==> config.mk <==
export PLATFORM = sky130hd
export DESIGN_NAME = mebpc_top
export DESIGN_NICKNAME = d
export VERILOG_FILES = /design/src/mebpc_pkg.sv /design/src/mebpc_top.sv
export SDC_FILE = /design/constraint.sdc
export NUM_CORES = 1
export LEC_CHECK = 0
export ABC_CLOCK_PERIOD_IN_PS = 4300
export BUFFER_PORTS_ARGS = -buffer_cell sky130_fd_sc_hd__buf_4
export CAP_MARGIN = 20
export CORE_MARGIN = 4
export CORE_UTILIZATION = 30
export DETAILED_ROUTE_END_ITERATION = 6
export PLACE_DENSITY = 0.58
export SLEW_MARGIN = 25
export SYNTH_ARGS = -nofsm -noshare
export SYNTH_HDL_FRONTEND = slang
export SYNTH_SLANG_ARGS = --single-unit
export TNS_END_PERCENT = 1
==> constraint.sdc <==
create_clock -name core_clk -period 4.3 [get_ports core_clk]
set_input_delay 0.86 -clock core_clk [delete_from_list [all_inputs] [get_ports core_clk]]
set_output_delay 0.86 -clock core_clk [all_outputs]
set_load 0.005 [all_outputs]
==> src/mebpc_pkg.sv <==
// Shared constants and types for the external bus pin controller.
// Assumes one core clock; the core issues one bus request per machine cycle.
// What this block does
// - One address latch pulse is issued in every machine cycle.
// - Address is on the bus before the latch pulse falls.
// - Code fetch strobe is low only for external program fetches.
// - External fetch drives low counter byte, then reads the code byte.
// - External fetch drives high counter nibble on port two low nibble.
// - Port two low nibble is an expander bus timed by its strobe.
// - Bus is read or written under strobes, or statically latched.
// - Data store places address, then data, under latch and write strobe.
// - Read strobe is low during bus inputs and external data reads.
// - Write strobe is low during bus writes and external data writes.
// - Ports one and two are quasi bidirectional eight bit ports.
// - Reset initialises everything and leaves the interrupt disabled.
// - Interrupt pin requests only when enabled; its level is testable.
// - Test pin zero is testable, or a clock output once enabled.
// - Test pin one is testable, or the counter event input once started.
// - Low single step input halts after each instruction.
// - External access input forces every program fetch external.
package mebpc_pkg;
   // ----------------------------------------
   // Machine cycle ticks
   // ----------------------------------------
   localparam logic [3:0] TICK_LAST = 4'hE;
   localparam logic [3:0] TICK_PRE = 4'hD;
   localparam logic [3:0] ALE_END = 4'h3;
   localparam logic [3:0] ADDR_END = 4'h4;
   localparam logic [3:0] STB_ON = 4'h5;
   localparam logic [3:0] SAMPLE = 4'hB;
   localparam logic [3:0] STB_OFF = 4'hC;
   localparam logic [3:0] DATA_END = 4'hE;
   localparam logic [3:0] EXP_OFF = 4'h6;
   // ----------------------------------------
   // Sizes and reset values
   // ----------------------------------------
   localparam logic [11:0] INT_CODE_SIZE = 12'h400;
   localparam logic [7:0] PORT_RST = 8'hFF;
   localparam logic [7:0] BUS_RST = 8'h00;
   localparam logic STRB_IDLE = 1'b1;
   // ----------------------------------------
   // Types
   // ----------------------------------------
   typedef enum logic [3:0] {
      MEBPC_IDLE, MEBPC_FETCH, MEBPC_DATA_RD, MEBPC_DATA_WR, MEBPC_BUS_RD,
      MEBPC_BUS_WR, MEBPC_PORT_RD, MEBPC_PORT_WR, MEBPC_EXP_RD, MEBPC_EXP_WR
   } mebpc_op_t;
   typedef enum logic {MEBPC_RUN, MEBPC_HOLD} mebpc_state_t;
   typedef struct packed {
      mebpc_op_t op;
      logic [11:0] addr;
      logic [7:0] wdata;
      logic [1:0] exp_code;
      logic [1:0] exp_port;
      logic port_two;
      logic last;
   } mebpc_req_t;
   typedef struct packed {
      logic done;
      logic [7:0] rdata;
   } mebpc_resp_t;
   typedef struct packed {
      logic int_enable;
      logic int_disable;
      logic clkout_enable_instr;
      logic counter_start_instr;
   } mebpc_ctl_t;
   typedef struct packed {
      logic jump_if_test_zero_high;
      logic jump_if_test_zero_low;
      logic jump_if_test_one_high;
      logic jump_if_test_one_low;
      logic int_level;
      logic int_request;
      logic counter_event;
      logic halted;
   } mebpc_stat_t;
   typedef struct packed {
      logic [7:0] level;
      logic [7:0] oe;
   } mebpc_pin8_t;
endpackage : mebpc_pkg

==> src/mebpc_top.sv <==
// Pin control for the multiplexed external bus, ports and test inputs.
// Assumes all pin inputs are synchronous to core_clk and the core
// presents a request whenever req_take is high.
`timescale 1ns/100ps
`default_nettype none
module mebpc_top
   import mebpc_pkg::*;
(
   input wire logic core_clk,
   input wire logic rst_n,
   input wire mebpc_req_t req,
   output logic req_take,
   output mebpc_resp_t resp,
   input wire mebpc_ctl_t ctl,
   output mebpc_stat_t stat,
   input wire logic [7:0] int_code_byte,
   input wire logic [7:0] muxed_bus_in,
   output mebpc_pin8_t muxed_bus_pins,
   input wire logic [7:0] port_one_in,
   output mebpc_pin8_t port_one_pins,
   input wire logic [7:0] port_two_in,
   output mebpc_pin8_t port_two_pins,
   output logic addr_latch,
   output logic code_fetch_strobe_n,
   output logic rd_strobe_n,
   output logic wr_strobe_n,
   output logic expander_strobe,
   input wire logic ext_fetch_force,
   input wire logic single_step_n,
   input wire logic int_pin_n,
   input wire logic test_pin_zero_in,
   output logic test_pin_zero_out,
   output logic test_pin_zero_oe,
   input wire logic test_pin_one_in
);

   // ----------------------------------------
   // Helpers
   // ----------------------------------------
   function automatic logic in_win(input logic [3:0] t, input logic [3:0] lo,
                                   input logic [3:0] hi);
      in_win = (t >= lo) && (t < hi);
   endfunction : in_win

   function automatic logic is_ext_fetch(input mebpc_req_t r, input logic force_ext);
      is_ext_fetch = (r.op == MEBPC_FETCH) && (force_ext || (r.addr >= INT_CODE_SIZE));
   endfunction : is_ext_fetch

   // ----------------------------------------
   // State
   // ----------------------------------------
   mebpc_state_t state;
   mebpc_state_t next_state;
   logic [3:0] tick;
   logic [3:0] next_tick;
   mebpc_req_t cur;
   mebpc_req_t nop;
   logic [7:0] p1_latch;
   logic [7:0] p2_latch;
   logic [7:0] static_val;
   logic static_on;
   logic int_en;
   logic clkout_mode;
   logic count_mode;
   logic one_prev;
   logic next_take;
   logic active;
   logic n_ext;
   logic n_mem;
   logic n_exp;
   logic n_stb;
   logic n_rd_op;
   logic n_wr_op;
   logic n_addr_win;
   logic n_ext_win;
   logic n_cmd_win;
   logic n_xwr_win;
   logic n_xrd_win;
   logic stop_req;
   logic [7:0] n_bus_val;
   logic n_bus_oe;
   logic [3:0] n_p2_val;
   logic [3:0] n_p2_oe;
   logic [7:0] sample_val;
   mebpc_stat_t next_stat;

   // ----------------------------------------
   // Cycle sequencing
   // ----------------------------------------
   // Tick count runs 0..TICK_LAST; a new request is taken only at the boundary
   assign stop_req = cur.last && !single_step_n;
   assign next_take = req_take ? 1'b0 :
                      (state == MEBPC_RUN) ? ((tick == TICK_PRE) && !stop_req) :
                      single_step_n;
   assign next_state = req_take ? MEBPC_RUN :
                       ((state == MEBPC_RUN) && (tick == TICK_LAST)) ? MEBPC_HOLD :
                       state;
   assign next_tick = req_take ? 4'h0 :
                      ((state == MEBPC_RUN) && (tick != TICK_LAST)) ? tick + 4'h1 :
                      tick;
   assign nop = req_take ? req : cur;
   assign active = (next_state == MEBPC_RUN);

   // ----------------------------------------
   // Decode of the coming tick
   // ----------------------------------------
   assign n_ext = is_ext_fetch(nop, ext_fetch_force);
   assign n_mem = n_ext || (nop.op == MEBPC_DATA_RD) || (nop.op == MEBPC_DATA_WR);
   assign n_exp = (nop.op == MEBPC_EXP_RD) || (nop.op == MEBPC_EXP_WR);
   assign n_stb = active && in_win(next_tick, STB_ON, STB_OFF);
   assign n_rd_op = (nop.op == MEBPC_DATA_RD) || (nop.op == MEBPC_BUS_RD);
   assign n_wr_op = (nop.op == MEBPC_DATA_WR) || (nop.op == MEBPC_BUS_WR);

   // Pin windows of the coming tick, shared by level and enable so they cannot drift
   assign n_addr_win = active && n_mem && (next_tick < ADDR_END);
   assign n_ext_win = active && n_ext && (next_tick < DATA_END);
   assign n_cmd_win = active && n_exp && (next_tick < EXP_OFF);
   assign n_xwr_win = active && (nop.op == MEBPC_EXP_WR) && (next_tick < DATA_END);
   assign n_xrd_win = active && (nop.op == MEBPC_EXP_RD) && (next_tick < DATA_END);

   // Bus: address first, then write data, released for reads and memory ops, else the static latch, else released
   assign n_bus_oe = !active ? static_on :
                     n_addr_win ? 1'b1 :
                     ((nop.op == MEBPC_DATA_WR) &&
                      in_win(next_tick, ADDR_END, DATA_END)) ? 1'b1 :
                     ((nop.op == MEBPC_BUS_WR) && (next_tick < DATA_END)) ? 1'b1 :
                     (n_mem || n_rd_op) ? 1'b0 :
                     static_on;
   assign n_bus_val = n_addr_win ? nop.addr[7:0] :
                      (active && n_wr_op) ? nop.wdata :
                      static_on ? static_val : BUS_RST;

   // Port two low nibble: fetch address, expander command/data, else quasi port
   assign n_p2_val = n_ext_win ? nop.addr[11:8] :
                     n_cmd_win ? {nop.exp_code, nop.exp_port} :
                     n_xwr_win ? nop.wdata[3:0] :
                     p2_latch[3:0];
   assign n_p2_oe = (n_ext_win || n_cmd_win || n_xwr_win) ? 4'hF :
                    n_xrd_win ? 4'h0 :
                    ~p2_latch[3:0];

   // Read data source for the current op, taken in the last strobe tick
   assign sample_val = (cur.op == MEBPC_FETCH) ?
                          (is_ext_fetch(cur, ext_fetch_force) ? muxed_bus_in : int_code_byte) :
                       ((cur.op == MEBPC_DATA_RD) || (cur.op == MEBPC_BUS_RD)) ? muxed_bus_in :
                       (cur.op == MEBPC_EXP_RD) ? {4'h0, port_two_in[3:0]} :
                       (cur.op == MEBPC_PORT_RD) ?
                          (cur.port_two ? port_two_in : port_one_in) :
                       resp.rdata;

   // Status: pin levels for conditional jumps, gated interrupt, counter edge
   assign next_stat.jump_if_test_zero_high = test_pin_zero_in;
   assign next_stat.jump_if_test_zero_low = !test_pin_zero_in;
   assign next_stat.jump_if_test_one_high = test_pin_one_in;
   assign next_stat.jump_if_test_one_low = !test_pin_one_in;
   assign next_stat.int_level = !int_pin_n;
   assign next_stat.int_request = int_en && !int_pin_n;
   assign next_stat.counter_event = count_mode && one_prev && !test_pin_one_in;
   assign next_stat.halted = (next_state == MEBPC_HOLD);

   // ----------------------------------------
   // Sequencer registers
   // ----------------------------------------
   always_ff @(posedge core_clk or negedge rst_n)
   begin
      if (!rst_n)
      begin
         state <= MEBPC_HOLD;
         tick <= TICK_LAST;
         cur <= '0;
         req_take <= 1'b0;
      end
      else
      begin
         state <= next_state;
         tick <= next_tick;
         cur <= nop;
         req_take <= next_take;
      end
   end

   // ----------------------------------------
   // Pin strobes
   // ----------------------------------------
   always_ff @(posedge core_clk or negedge rst_n)
   begin
      if (!rst_n)
      begin
         addr_latch <= 1'b0;
         code_fetch_strobe_n <= STRB_IDLE;
         rd_strobe_n <= STRB_IDLE;
         wr_strobe_n <= STRB_IDLE;
         expander_strobe <= STRB_IDLE;
      end
      else
      begin
         addr_latch <= active && (next_tick < ALE_END);
         code_fetch_strobe_n <= !(n_stb && n_ext);
         rd_strobe_n <= !(n_stb && n_rd_op);
         wr_strobe_n <= !(n_stb && n_wr_op);
         expander_strobe <= !(active && n_exp && in_win(next_tick, EXP_OFF, STB_OFF));
      end
   end

   // ----------------------------------------
   // Bus, ports and latches
   // ----------------------------------------
   // Quasi pins drive only low; a one is left to the external pull-up
   always_ff @(posedge core_clk or negedge rst_n)
   begin
      if (!rst_n)
      begin
         muxed_bus_pins <= '0;
         port_one_pins <= '0;
         port_two_pins <= '0;
         p1_latch <= PORT_RST;
         p2_latch <= PORT_RST;
         static_val <= BUS_RST;
         static_on <= 1'b0;
      end
      else
      begin
         muxed_bus_pins.level <= n_bus_val;
         muxed_bus_pins.oe <= {8{n_bus_oe}};
         port_one_pins.level <= p1_latch;
         port_one_pins.oe <= ~p1_latch;
         port_two_pins.level <= {p2_latch[7:4], n_p2_val};
         port_two_pins.oe <= {~p2_latch[7:4], n_p2_oe};
         if (req_take && (req.op == MEBPC_PORT_WR) && !req.port_two)
            p1_latch <= req.wdata;
         if (req_take && (req.op == MEBPC_PORT_WR) && req.port_two)
            p2_latch <= req.wdata;
         if (req_take && (req.op == MEBPC_BUS_WR))
         begin
            static_val <= req.wdata;
            static_on <= 1'b1;
         end
         else if (req_take && n_mem)
            static_on <= 1'b0;
      end
   end

   // ----------------------------------------
   // Answer to the core
   // ----------------------------------------
   always_ff @(posedge core_clk or negedge rst_n)
   begin
      if (!rst_n)
         resp <= '0;
      else
      begin
         resp.done <= active && (next_tick == STB_OFF) && (nop.op != MEBPC_IDLE);
         if ((state == MEBPC_RUN) && (tick == SAMPLE))
            resp.rdata <= sample_val;
      end
   end

   // ----------------------------------------
   // Interrupt and test pins
   // ----------------------------------------
   // Clock out toggles on every rising core edge; the pin mode has no way back but reset
   always_ff @(posedge core_clk or negedge rst_n)
   begin
      if (!rst_n)
      begin
         int_en <= 1'b0;
         clkout_mode <= 1'b0;
         count_mode <= 1'b0;
         one_prev <= 1'b0;
         stat <= '0;
      end
      else
      begin
         if (ctl.int_enable)
            int_en <= 1'b1;
         else if (ctl.int_disable)
            int_en <= 1'b0;
         if (ctl.clkout_enable_instr)
            clkout_mode <= 1'b1;
         if (ctl.counter_start_instr)
            count_mode <= 1'b1;
         one_prev <= test_pin_one_in;
         stat <= next_stat;
      end
   end

   // ----------------------------------------
   // Clock output on test pin zero
   // ----------------------------------------
   // Half the core rate; the pin stays an input until the mode is set
   always_ff @(posedge core_clk or negedge rst_n)
   begin
      if (!rst_n)
      begin
         test_pin_zero_out <= 1'b0;
         test_pin_zero_oe <= 1'b0;
      end
      else
      begin
         test_pin_zero_out <= clkout_mode && !test_pin_zero_out;
         test_pin_zero_oe <= clkout_mode;
      end
   end

endmodule : mebpc_top
`default_nettype wire

==> reports/metrics.cfg, run 1 <==
[finish]
diodes = 0
layout.nets = 651
fill_cells = 1694
layout-drive-gt1-share = 0.480
multi_input_area_sq_mm = 0.00197
area_delta_synth_final_pct = 33.4
final_common_cell = buf_4
seq_area_sq_mm = 0.00326
final_cell_mix = buf_4, dfrtp_1, mux2_2

[clock_network]
hold_buffers = 0
tritoncts = yes
cts.path.max_buffers = 2
post_cts_buffers = 0
cts_sinks = 129
cts_buffers = 17
clk_latency_ns = 0.42
post_cts_resized = 0
h-tree-depth = 4
path_clk_slew_ns = 0.06
root_buffer = clkbuf_16

[floorplan]
die_y_microns = 143
ios = 146
rows = 49
initial_core_util = 0.305
fp.dieW_microns = 143
core_area_sq_mm = 0.0180
dieArea_sq_mm = 0.0205

[sta]
grt_setup_unrepaired = no
setup_violations = 0
tns_ns = 0
worst_pin_slew_ns = 0.986
holdWs_ns = 0.396
hold_violations = 0
skew_ns = 0.0204
drv_slew = 0
fmax_ghz = 0.360
min_period_ns = 2.77
fin_crit_sh = 0.645
maxSlewHeadroom = 0.342

[power_and_ir_drop]
peakVddDrop_uv = 340
p_comb_frac = 0.345
intPower_mw = 3.45
seq_power_share = 0.385
leakagePower_nw = 3.37
power.switching_mw = 1.69
power-per-cell-area_mw_per_mm2 = 703
switching_share = 0.329
clock_power_share = 0.270

[logic_synthesis]
syn-num-nets = 507
synth_cells = 431
syn_area_per_cell_sq_um = 12.7
synth_edf_count = 0
synthArstFlopShare = 1.00
synth_seq_area_share = 0.594
dominantRegCellSynth = dfrtp_1
synthDistinctLibCells = 63
synth_warnings = 0
synth.ff_latch_count = 129
syn_area_sq_mm = 0.00548

[routing]
routedWlPerCell_microns = 16.7
first_iter_violations = 200
totalWireLength_mm = 13.7
vias_per_cell = 4.60
ant_nets = 0
drt_first_pass_iters = 4
routed-via-count = 3762
route.detailed.drc = 0

[global_route]
grt_max_degree = 110
grt_pass1_wl_mm = 21.5
grt-ovfl-total = 0
track_usage = 0.137
antenna_found_initial = 0
grt_pass1_vias = 3970

[worst_setup_path]
ff2ff_path_depth = 6
required_ns = 4.57
reg2reg_from = req_take$_DFF_PN0_
crit_end = port_two_pins[9]$_DFF_PN0_
worstReg2RegEnd = port_two_pins[9]$_DFF_PN0_
worstSetupPathType = reg -> reg
endpoint_kind = register
cp-start-kind = register
startpoint = req_take$_DFF_PN0_
arrival_ns = 3.05
regToRegSetupSlack_ns = 1.53
path_max_fanout = 33

[flow_run]
maxCapViolCount = 0

[outcome]
status = finished clean

[placement]
numPortBuffers = 145
gp_congestion = 0.814
dpl.hpwl_mm = 10.0

[min_path]
hold_class = reg -> reg

==> how the worst min path moves through the flow <==
| stage | from | to | slack (ns) | cells after the start |
|---|---|---|---|---|
| after floorplan | clkout_mode$_DFFE_PN0P_ | test_pin_zero_oe$_DFF_PN0_ | 0.36 | 0 |
| after global placement | clkout_mode$_DFFE_PN0P_ | test_pin_zero_oe$_DFF_PN0_ | 0.37 | 0 |
| after detailed placement | clkout_mode$_DFFE_PN0P_ | test_pin_zero_oe$_DFF_PN0_ | 0.39 | 0 |
| after CTS | p1_latch[4]$_DFFE_PN1P_ | port_one_pins[12]$_DFF_PN0_ | 0.40 | 0 |
| after global routing | p1_latch[6]$_DFFE_PN1P_ | port_one_pins[14]$_DFF_PN0_ | 0.41 | 0 |
| final | clkout_mode$_DFFE_PN0P_ | test_pin_zero_oe$_DFF_PN0_ | 0.40 | 0 |
==> sequential cells by signal, summed over array words and instances (netlist names), 8 cells and up <==
signal and flops:
cur 30, muxed_bus_pins 9, p1_latch 8, p2_latch 8, port_one_pins 16, port_two_pins 16
resp 9, static_val 8
==> cells in the mapped netlist (all sizes together), types with 4 or more instances <==
cell type	count	share of area
mux2	60	0.13
o221ai	4	0.0064
nor2	20	0.014
or2	5	0.0057
a21oi	6	0.0062
nor3	10	0.010
a211oi	4	0.0055
inv	27	0.018
o31ai	6	0.0082
a31oi	5	0.0096
buf	17	0.023
nand2b	4	0.0046
dfrtp	105	0.48
nor2b	5	0.0062
and2	9	0.010
o21ai	28	0.026
nand2	29	0.021
dfstp	24	0.12
mux2i	13	0.024
clkbuf	6	0.0048
nand3	4	0.0037
o22ai	5	0.0057
==> per-stage QoR <==
stage                util  cells  total power [mW]  instance area [sq um]  setup slack, ns
finish              0.407    817              5.14                   7310             1.53
global route        0.407    817              5.50                   7310             1.31
CTS                 0.407    817              5.22                   7310             1.50
detailed placement  0.375    785              3.80                   6740             1.49
global placement    0.375    785              3.75                   6740             1.53
floorplan               -    431              3.14                   5480             1.90
==> cells by family after synthesis <==
family,synth area share
flip-flops,0.594
multiplexers,0.153
XOR/XNOR,0.00639
buffers and inverters,0.0459
AND/OR/NAND/NOR,0.0977
AO/OA/AOI/OAI,0.0958
adder cells (fa/ha/maj),0.00685
==> critical path, cell delays in order (launching register included) <==
cell and delay [ns]:
dfrtp_2 0.82, buf_4 0.40, or2_2 0.22, o21ai_1 0.11, a211oi_1 0.68, nand2b_1 0.27
o221ai_1 0.15
==> area by class of cell <==
class	instances	area share
sequential	129	0.446
timing repair buffer	148	0.153
multi-input combinational	252	0.270
clock inverter	10	0.0152
tap	229	0.0392
clock buffer	22	0.0635
inverter	27	0.0139
==> layer usage <==
metal  wire length (microns)  global-route usage  vias to the layer above
met5                       0                   0                        -
met4                     155              0.0420                        0
met3                     885              0.0469                       12
met2                    6860               0.229                      109
met1                    5760               0.169                     1853
li1                        -                   -                     1788
==> power by group through the flow <==
stage | sequential [mW] | clock [mW] | combinational, mW
after floorplan | 1.86 | 0 | 1.28
after global routing | 2.04 | 1.49 | 1.97
after detailed placement | 2.00 | 0 | 1.80
after global placement | 1.99 | 0 | 1.76
after CTS | 1.99 | 1.43 | 1.80
final | 1.98 | 1.39 | 1.77
Note: power is estimated with default switching activity, not from simulation.
==> run 2, diff against run 1 <==
Settings changed: ABC_CLOCK_PERIOD_IN_PS 4300 to 2290, PLACE_DENSITY 0.58 to 0.6.
Clock period 4.3 ns to 2.29 ns, I/O delays scaled along.
==> run 2 against run 1 <==
Sequential power is 81% higher; flip-flop and latch count stayed put; maximum frequency is 25% higher; count of clock-buffer cells in the layout is 3 lower; first-iteration DRC count is 38% lower; design area is 5.1% higher; global-route usage hardly changed; worst setup slack worse by 1.4 ns; highest routed layer unchanged.
==> reports/metrics.cfg, run 2 (synthesis gave the netlist of run 1 again) <==
[power_and_ir_drop]
leakagePower_nw = 3.56
power.switching_mw = 3.45
power-per-cell-area_mw_per_mm2 = 1340
p_comb_frac = 0.393
switching_share = 0.334
clock_power_share = 0.259
total_power_mw = 10.3
seq_power_share = 0.349
peakVddDrop_uv = 568
intPower_mw = 6.86

[global_route]
grt_max_degree = 69
use_met1 = 0.174
use_met2 = 0.223
grt_busiest_layer = met2
track_usage = 0.137
use_met3 = 0.0415
grt-ovfl-total = 0
grt_pass1_vias = 4148
antenna_found_initial = 0
grt_pass1_wl_mm = 21.8

[sta]
fmax_ghz = 0.452
holdWs_ns = 0.0401
maxSlewHeadroom = 0.563
min_period_ns = 2.21
hold_violations = 0
skew_ns = 0.00915
drv_slew = 0
worst_pin_slew_ns = 0.655
tns_ns = 0
fin_crit_sh = 0.966
grt_setup_unrepaired = yes
setup_violations = 0

[worst_setup_path]
cp-start-kind = register
regToRegSetupSlack_ns = 0.08
worstReg2RegEnd = port_two_pins[8]$_DFF_PN0_
ff2ff_path_depth = 8
endpoint_kind = register
required_ns = 2.56
crit_family = compound AO/OA/AOI/OAI gates
worstSetupPathType = reg -> reg
reg2reg_from = tick[1]$_DFF_PN1_
path_buf_inv = 1
critPathSlowestCell = dfstp_2
path_max_fanout = 5
arrival_ns = 2.48
max_stage_delay_ns = 0.59
path_cells = ha_2 -> a31oi_4 -> buf_4 -> nor2_1 -> a21oi_2 -> a211oi_2 -> nand2b_1 -> o221ai_1

[clock_network]
hold_buffers = 0
path_clk_slew_ns = 0.05
cts_sinks = 129
tritoncts = yes
cts.path.max_buffers = 2
cts_buffers = 17
root_buffer = clkbuf_16
clk_latency_ns = 0.41
h-tree-depth = 4

[floorplan]
rows = 49
initial_core_util = 0.305
die_y_microns = 143
dieArea_sq_mm = 0.0205
core_area_sq_mm = 0.0180
fp.dieW_microns = 143
ios = 146

[routing]
first_iter_violations = 125
vias_per_cell = 4.60
route.detailed.drc = 0
routedWlPerCell_microns = 16.6
ant_nets = 0
drt_first_pass_iters = 4
routed-via-count = 3910
totalWireLength_mm = 14.1

[placement]
gp_congestion = 0.864
numPortBuffers = 145
postPlaceCellArea_sq_mm = 0.00693
dpl.hpwl_mm = 10.2

[finish]
final_cell_mix = buf_4, dfrtp_1, mux2_2
final_area_sq_mm = 0.00768
fin_util = 0.428
top_register = cur
final_common_cell = buf_4
area_delta_synth_final_pct = 40.2
layout.nets = 684
reg_top3 = cur x30, port_one_pins x16, port_two_pins x16
fill_cells = 1678
largest_reg_flops = 30
layout-drive-gt1-share = 0.528
diodes = 0

[min_path]
hold_class = in -> async

[outcome]
status = finished clean

[flow_run]
maxCapViolCount = 0

## run 2: cell types whose count changed in the layout (fill, tap and decap cells not counted), sizes merged
cell / previous run / this run
and3: 3 / 4
buf: 147 / 179
clkbuf: 23 / 20
clkinvlp: 3 / 1
inv: 27 / 32
## run 2: timing repair
action | CTS | global route
gates cloned | 0 | 1
gates resized for setup | 1 | 18
setup endpoints to repair | 1 | 19
setup buffers | 0 | 8
pin swaps | 0 | 5
## run 2: per-stage QoR
stage,cells,setup slack (ns)
2_1_floorplan,431,0.0568
5_1_grt,850,-0.0381
3_5_place_dp,809,0.00788
6_report,850,0.0769
3_3_place_gp,809,0.0378
4_1_cts,841,0.0262
## run 2: per-layer routing
layer | share of wire | wire (microns)
met1 | 0.43 | 6040
met2 | 0.49 | 6830
met3 | 0.069 | 972
met4 | 0.017 | 234
met5 | 0 | 0
## run 2: worst max path at each step
| stage | from | endpoint | slack [ns] | cells after the start |
|---|---|---|---|---|
| 6_report | tick[1]$_DFF_PN1_ | port_two_pins[8]$_DFF_PN0_ | 0.08 | 8 |
| 3_3_place_gp | tick[1]$_DFF_PN1_ | code_fetch_strobe_n$_DFF_PN1_ | 0.04 | 7 |
| 4_1_cts | req_take$_DFF_PN0_ | muxed_bus_pins[10]$_DFF_PN0_ | 0.03 | 8 |
| 2_1_floorplan | tick[0]$_DFF_PN0_ | muxed_bus_pins[10]$_DFF_PN0_ | 0.06 | 7 |
| 3_5_place_dp | tick[1]$_DFF_PN1_ | port_two_pins[2]$_DFF_PN0_ | 0.008 | 7 |
| 5_1_grt | tick[1]$_DFF_PN1_ | port_two_pins[8]$_DFF_PN0_ | -0.04 | 8 |
## run 2: cell type report
type,count,area (sq um),share of cell area
Sequential cell,129,3260,0.424
Clock buffer,19,443,0.0576
Inverter,27,101,0.0132
Tap cell,229,287,0.0373
Clock inverter,13,151,0.0197
Multi-Input combinational cell,253,2070,0.269
Timing Repair Buffer,180,1370,0.179
## run 2: power by group through the flow
stage	clock (mW)	combinational, mW	sequential [mW]
after floorplan	0	2.41	3.49
after global placement	0	3.63	3.61
after detailed placement	0	3.72	3.64
after CTS	2.75	3.74	3.61
after global routing	2.86	4.44	3.70
final	2.67	4.05	3.59
==> run 3, diff against run 2 <==
Settings changed: PLACE_DENSITY 0.6 to default, PLACE_DENSITY_LB_ADDON from default to 0.25.
==> run 3 against run 2 <==
The flow now finishes with violations (hold timing); non-clock buffer count is 6 lower; largest cell class unchanged; highest routed layer unchanged; sequential share of layout area is 0.25 points higher; worst setup slack worse by 0.0018 ns; sequential power hardly changed.
==> reports/metrics.cfg, run 3 (synthesis gave the netlist of run 1 again) <==
[finish]
area_delta_synth_final_pct = 39.3
layout-drive-gt1-share = 0.511
top_register = cur
diodes = 0
reg_top3 = cur x30, port_one_pins x16, port_two_pins x16
final_common_cell = buf_4
fill_cells = 1734
largest_reg_flops = 30
final_area_sq_mm = 0.00764
layout.nets = 677
final_cell_mix = buf_4, dfrtp_1, mux2_2

[routing]
routed-via-count = 3889
routedWlPerCell_microns = 17.1
route.detailed.drc = 0
ant_nets = 0
vias_per_cell = 4.61
totalWireLength_mm = 14.4
first_iter_violations = 144
drt_first_pass_iters = 4

[outcome]
status = complete, but fails checks
violations = hold timing

[placement]
numPortBuffers = 145
pre_cts_ws_ns = 0.00725
postPlaceCellArea_sq_mm = 0.00696
gp_congestion = 0.817
dpl.hpwl_mm = 10.7

[global_route]
grt_pass1_wl_mm = 22.7
grt-ovfl-total = 0
antenna_found_initial = 0
grt_max_degree = 55
track_usage = 0.145
grt_pass1_vias = 4143

[floorplan]
dieArea_sq_mm = 0.0205
initial_core_util = 0.305
core_area_sq_mm = 0.0180
fp.dieW_microns = 143
rows = 49
ios = 146
die_y_microns = 143

[sta]
skew_ns = 0.00869
holdWs_ns = -0.00495
setup_violations = 0
fin_ws_ns = 0.0751
drv_slew = 0
fin_crit_sh = 0.967
hold_violations = 3
min_period_ns = 2.21
grt_setup_unrepaired = yes
worst_pin_slew_ns = 0.535
maxSlewHeadroom = 0.643
fmax_ghz = 0.451

[worst_setup_path]
required_ns = 2.58
endpoint_kind = register
worstSetupPathType = reg -> reg
path_max_fanout = 9
regToRegSetupSlack_ns = 0.08
ff2ff_path_depth = 7
cp-start-kind = register
arrival_ns = 2.51

[power_and_ir_drop]
p_comb_frac = 0.378
power.switching_mw = 3.34
intPower_mw = 7.06
leakagePower_nw = 3.53
clock_power_share = 0.276
switching_share = 0.321
peakVddDrop_uv = 643
seq_power_share = 0.346
power-per-cell-area_mw_per_mm2 = 1360

[clock_network]
cts.path.max_buffers = 2
tritoncts = yes
path_clk_slew_ns = 0.05
h-tree-depth = 4
clk_latency_ns = 0.41
cts_sinks = 129
cts_buffers = 17
root_buffer = clkbuf_16

[min_path]
hold_class = in -> async

[flow_run]
maxCapViolCount = 0

## run 3: cell types whose count changed in the layout (fill, tap and decap cells not counted), sizes merged
cell / change
buf: -5
inv: -4
and3: -1
clkinvlp: +1
clkinv: -3
clkbuf: +3
bufinv: +2
## run 3: worst max-delay path: stages, from the launching register on
cell,delay [ns]
dfrtp_1,0.41
ha_1,0.22
nor2b_2,0.16
o21bai_1,0.34
a31oi_4,0.12
nor4b_4,0.35
buf_12,0.17
mux2_2,0.33
## run 3: cell type report
class	instances	area, sq um	share of cell area
tap	229	287	0.0375
sequential	129	3260	0.427
multi-input combinational	252	2030	0.265
clock buffer	23	478	0.0626
timing repair buffer	174	1340	0.175
clock inverter	9	154	0.0201
inverter	27	101	0.0133
## run 3: final timing paths
kind,start,endpoint
max,tick[0]$_DFF_PN0_,muxed_bus_pins[12]$_DFF_PN0_
min,rst_n,resp[1]$_DFFE_PN0P_
max reg2reg,tick[0]$_DFF_PN0_,muxed_bus_pins[12]$_DFF_PN0_
min reg2reg,clkout_mode$_DFFE_PN0P_,test_pin_zero_oe$_DFF_PN0_
max in group asynchronous,rst_n,expander_strobe$_DFF_PN1_
min in group core_clk,test_pin_zero_in,stat[7]$_DFF_PN0_
## run 3: what timing repair did
| item | 4_1_cts | 5_1_grt |
|---|---|---|
| gates resized for setup | 1 | 9 |
| pin swaps | 0 | 0 |
| buffers inserted | 0 | 0 |
| hold buffers | 0 | 0 |
| setup endpoints to repair | 4 | 18 |
| endpoints found under the hold margin | 0 | 0 |
## run 3: power groups by stage
stage	clock (mW)	sequential, mW	combinational (mW)
after floorplan	0	3.49	2.41
after global placement	0	3.61	3.81
after detailed placement	0	3.64	3.85
after CTS	2.94	3.61	3.88
after global routing	3.06	3.71	4.31
final	2.87	3.60	3.93
## run 3: per-stage QoR
step | util | hold slack [ns] | total power [mW] | cells | setup TNS (ns)
floorplan | - | 0.162 | 5.90 | 431 | 0
global placement | 0.387 | 0.369 | 7.42 | 811 | 0
detailed placement | 0.387 | 0.380 | 7.49 | 811 | 0
CTS | 0.423 | 0.00893 | 10.4 | 843 | 0
global route | 0.425 | 0.0204 | 11.1 | 843 | -0.185
finish | 0.425 | -0.00495 | 10.4 | 843 | 0
## run 3: per-layer routing
metal | global-route usage | vias to the layer above | wire [microns]
met2 | 0.232 | 113 | 6900
li1 | - | 1839 | -
met1 | 0.189 | 1923 | 6470
met5 | 0 | - | 0
met3 | 0.0419 | 14 | 879
met4 | 0.0525 | 0 | 197
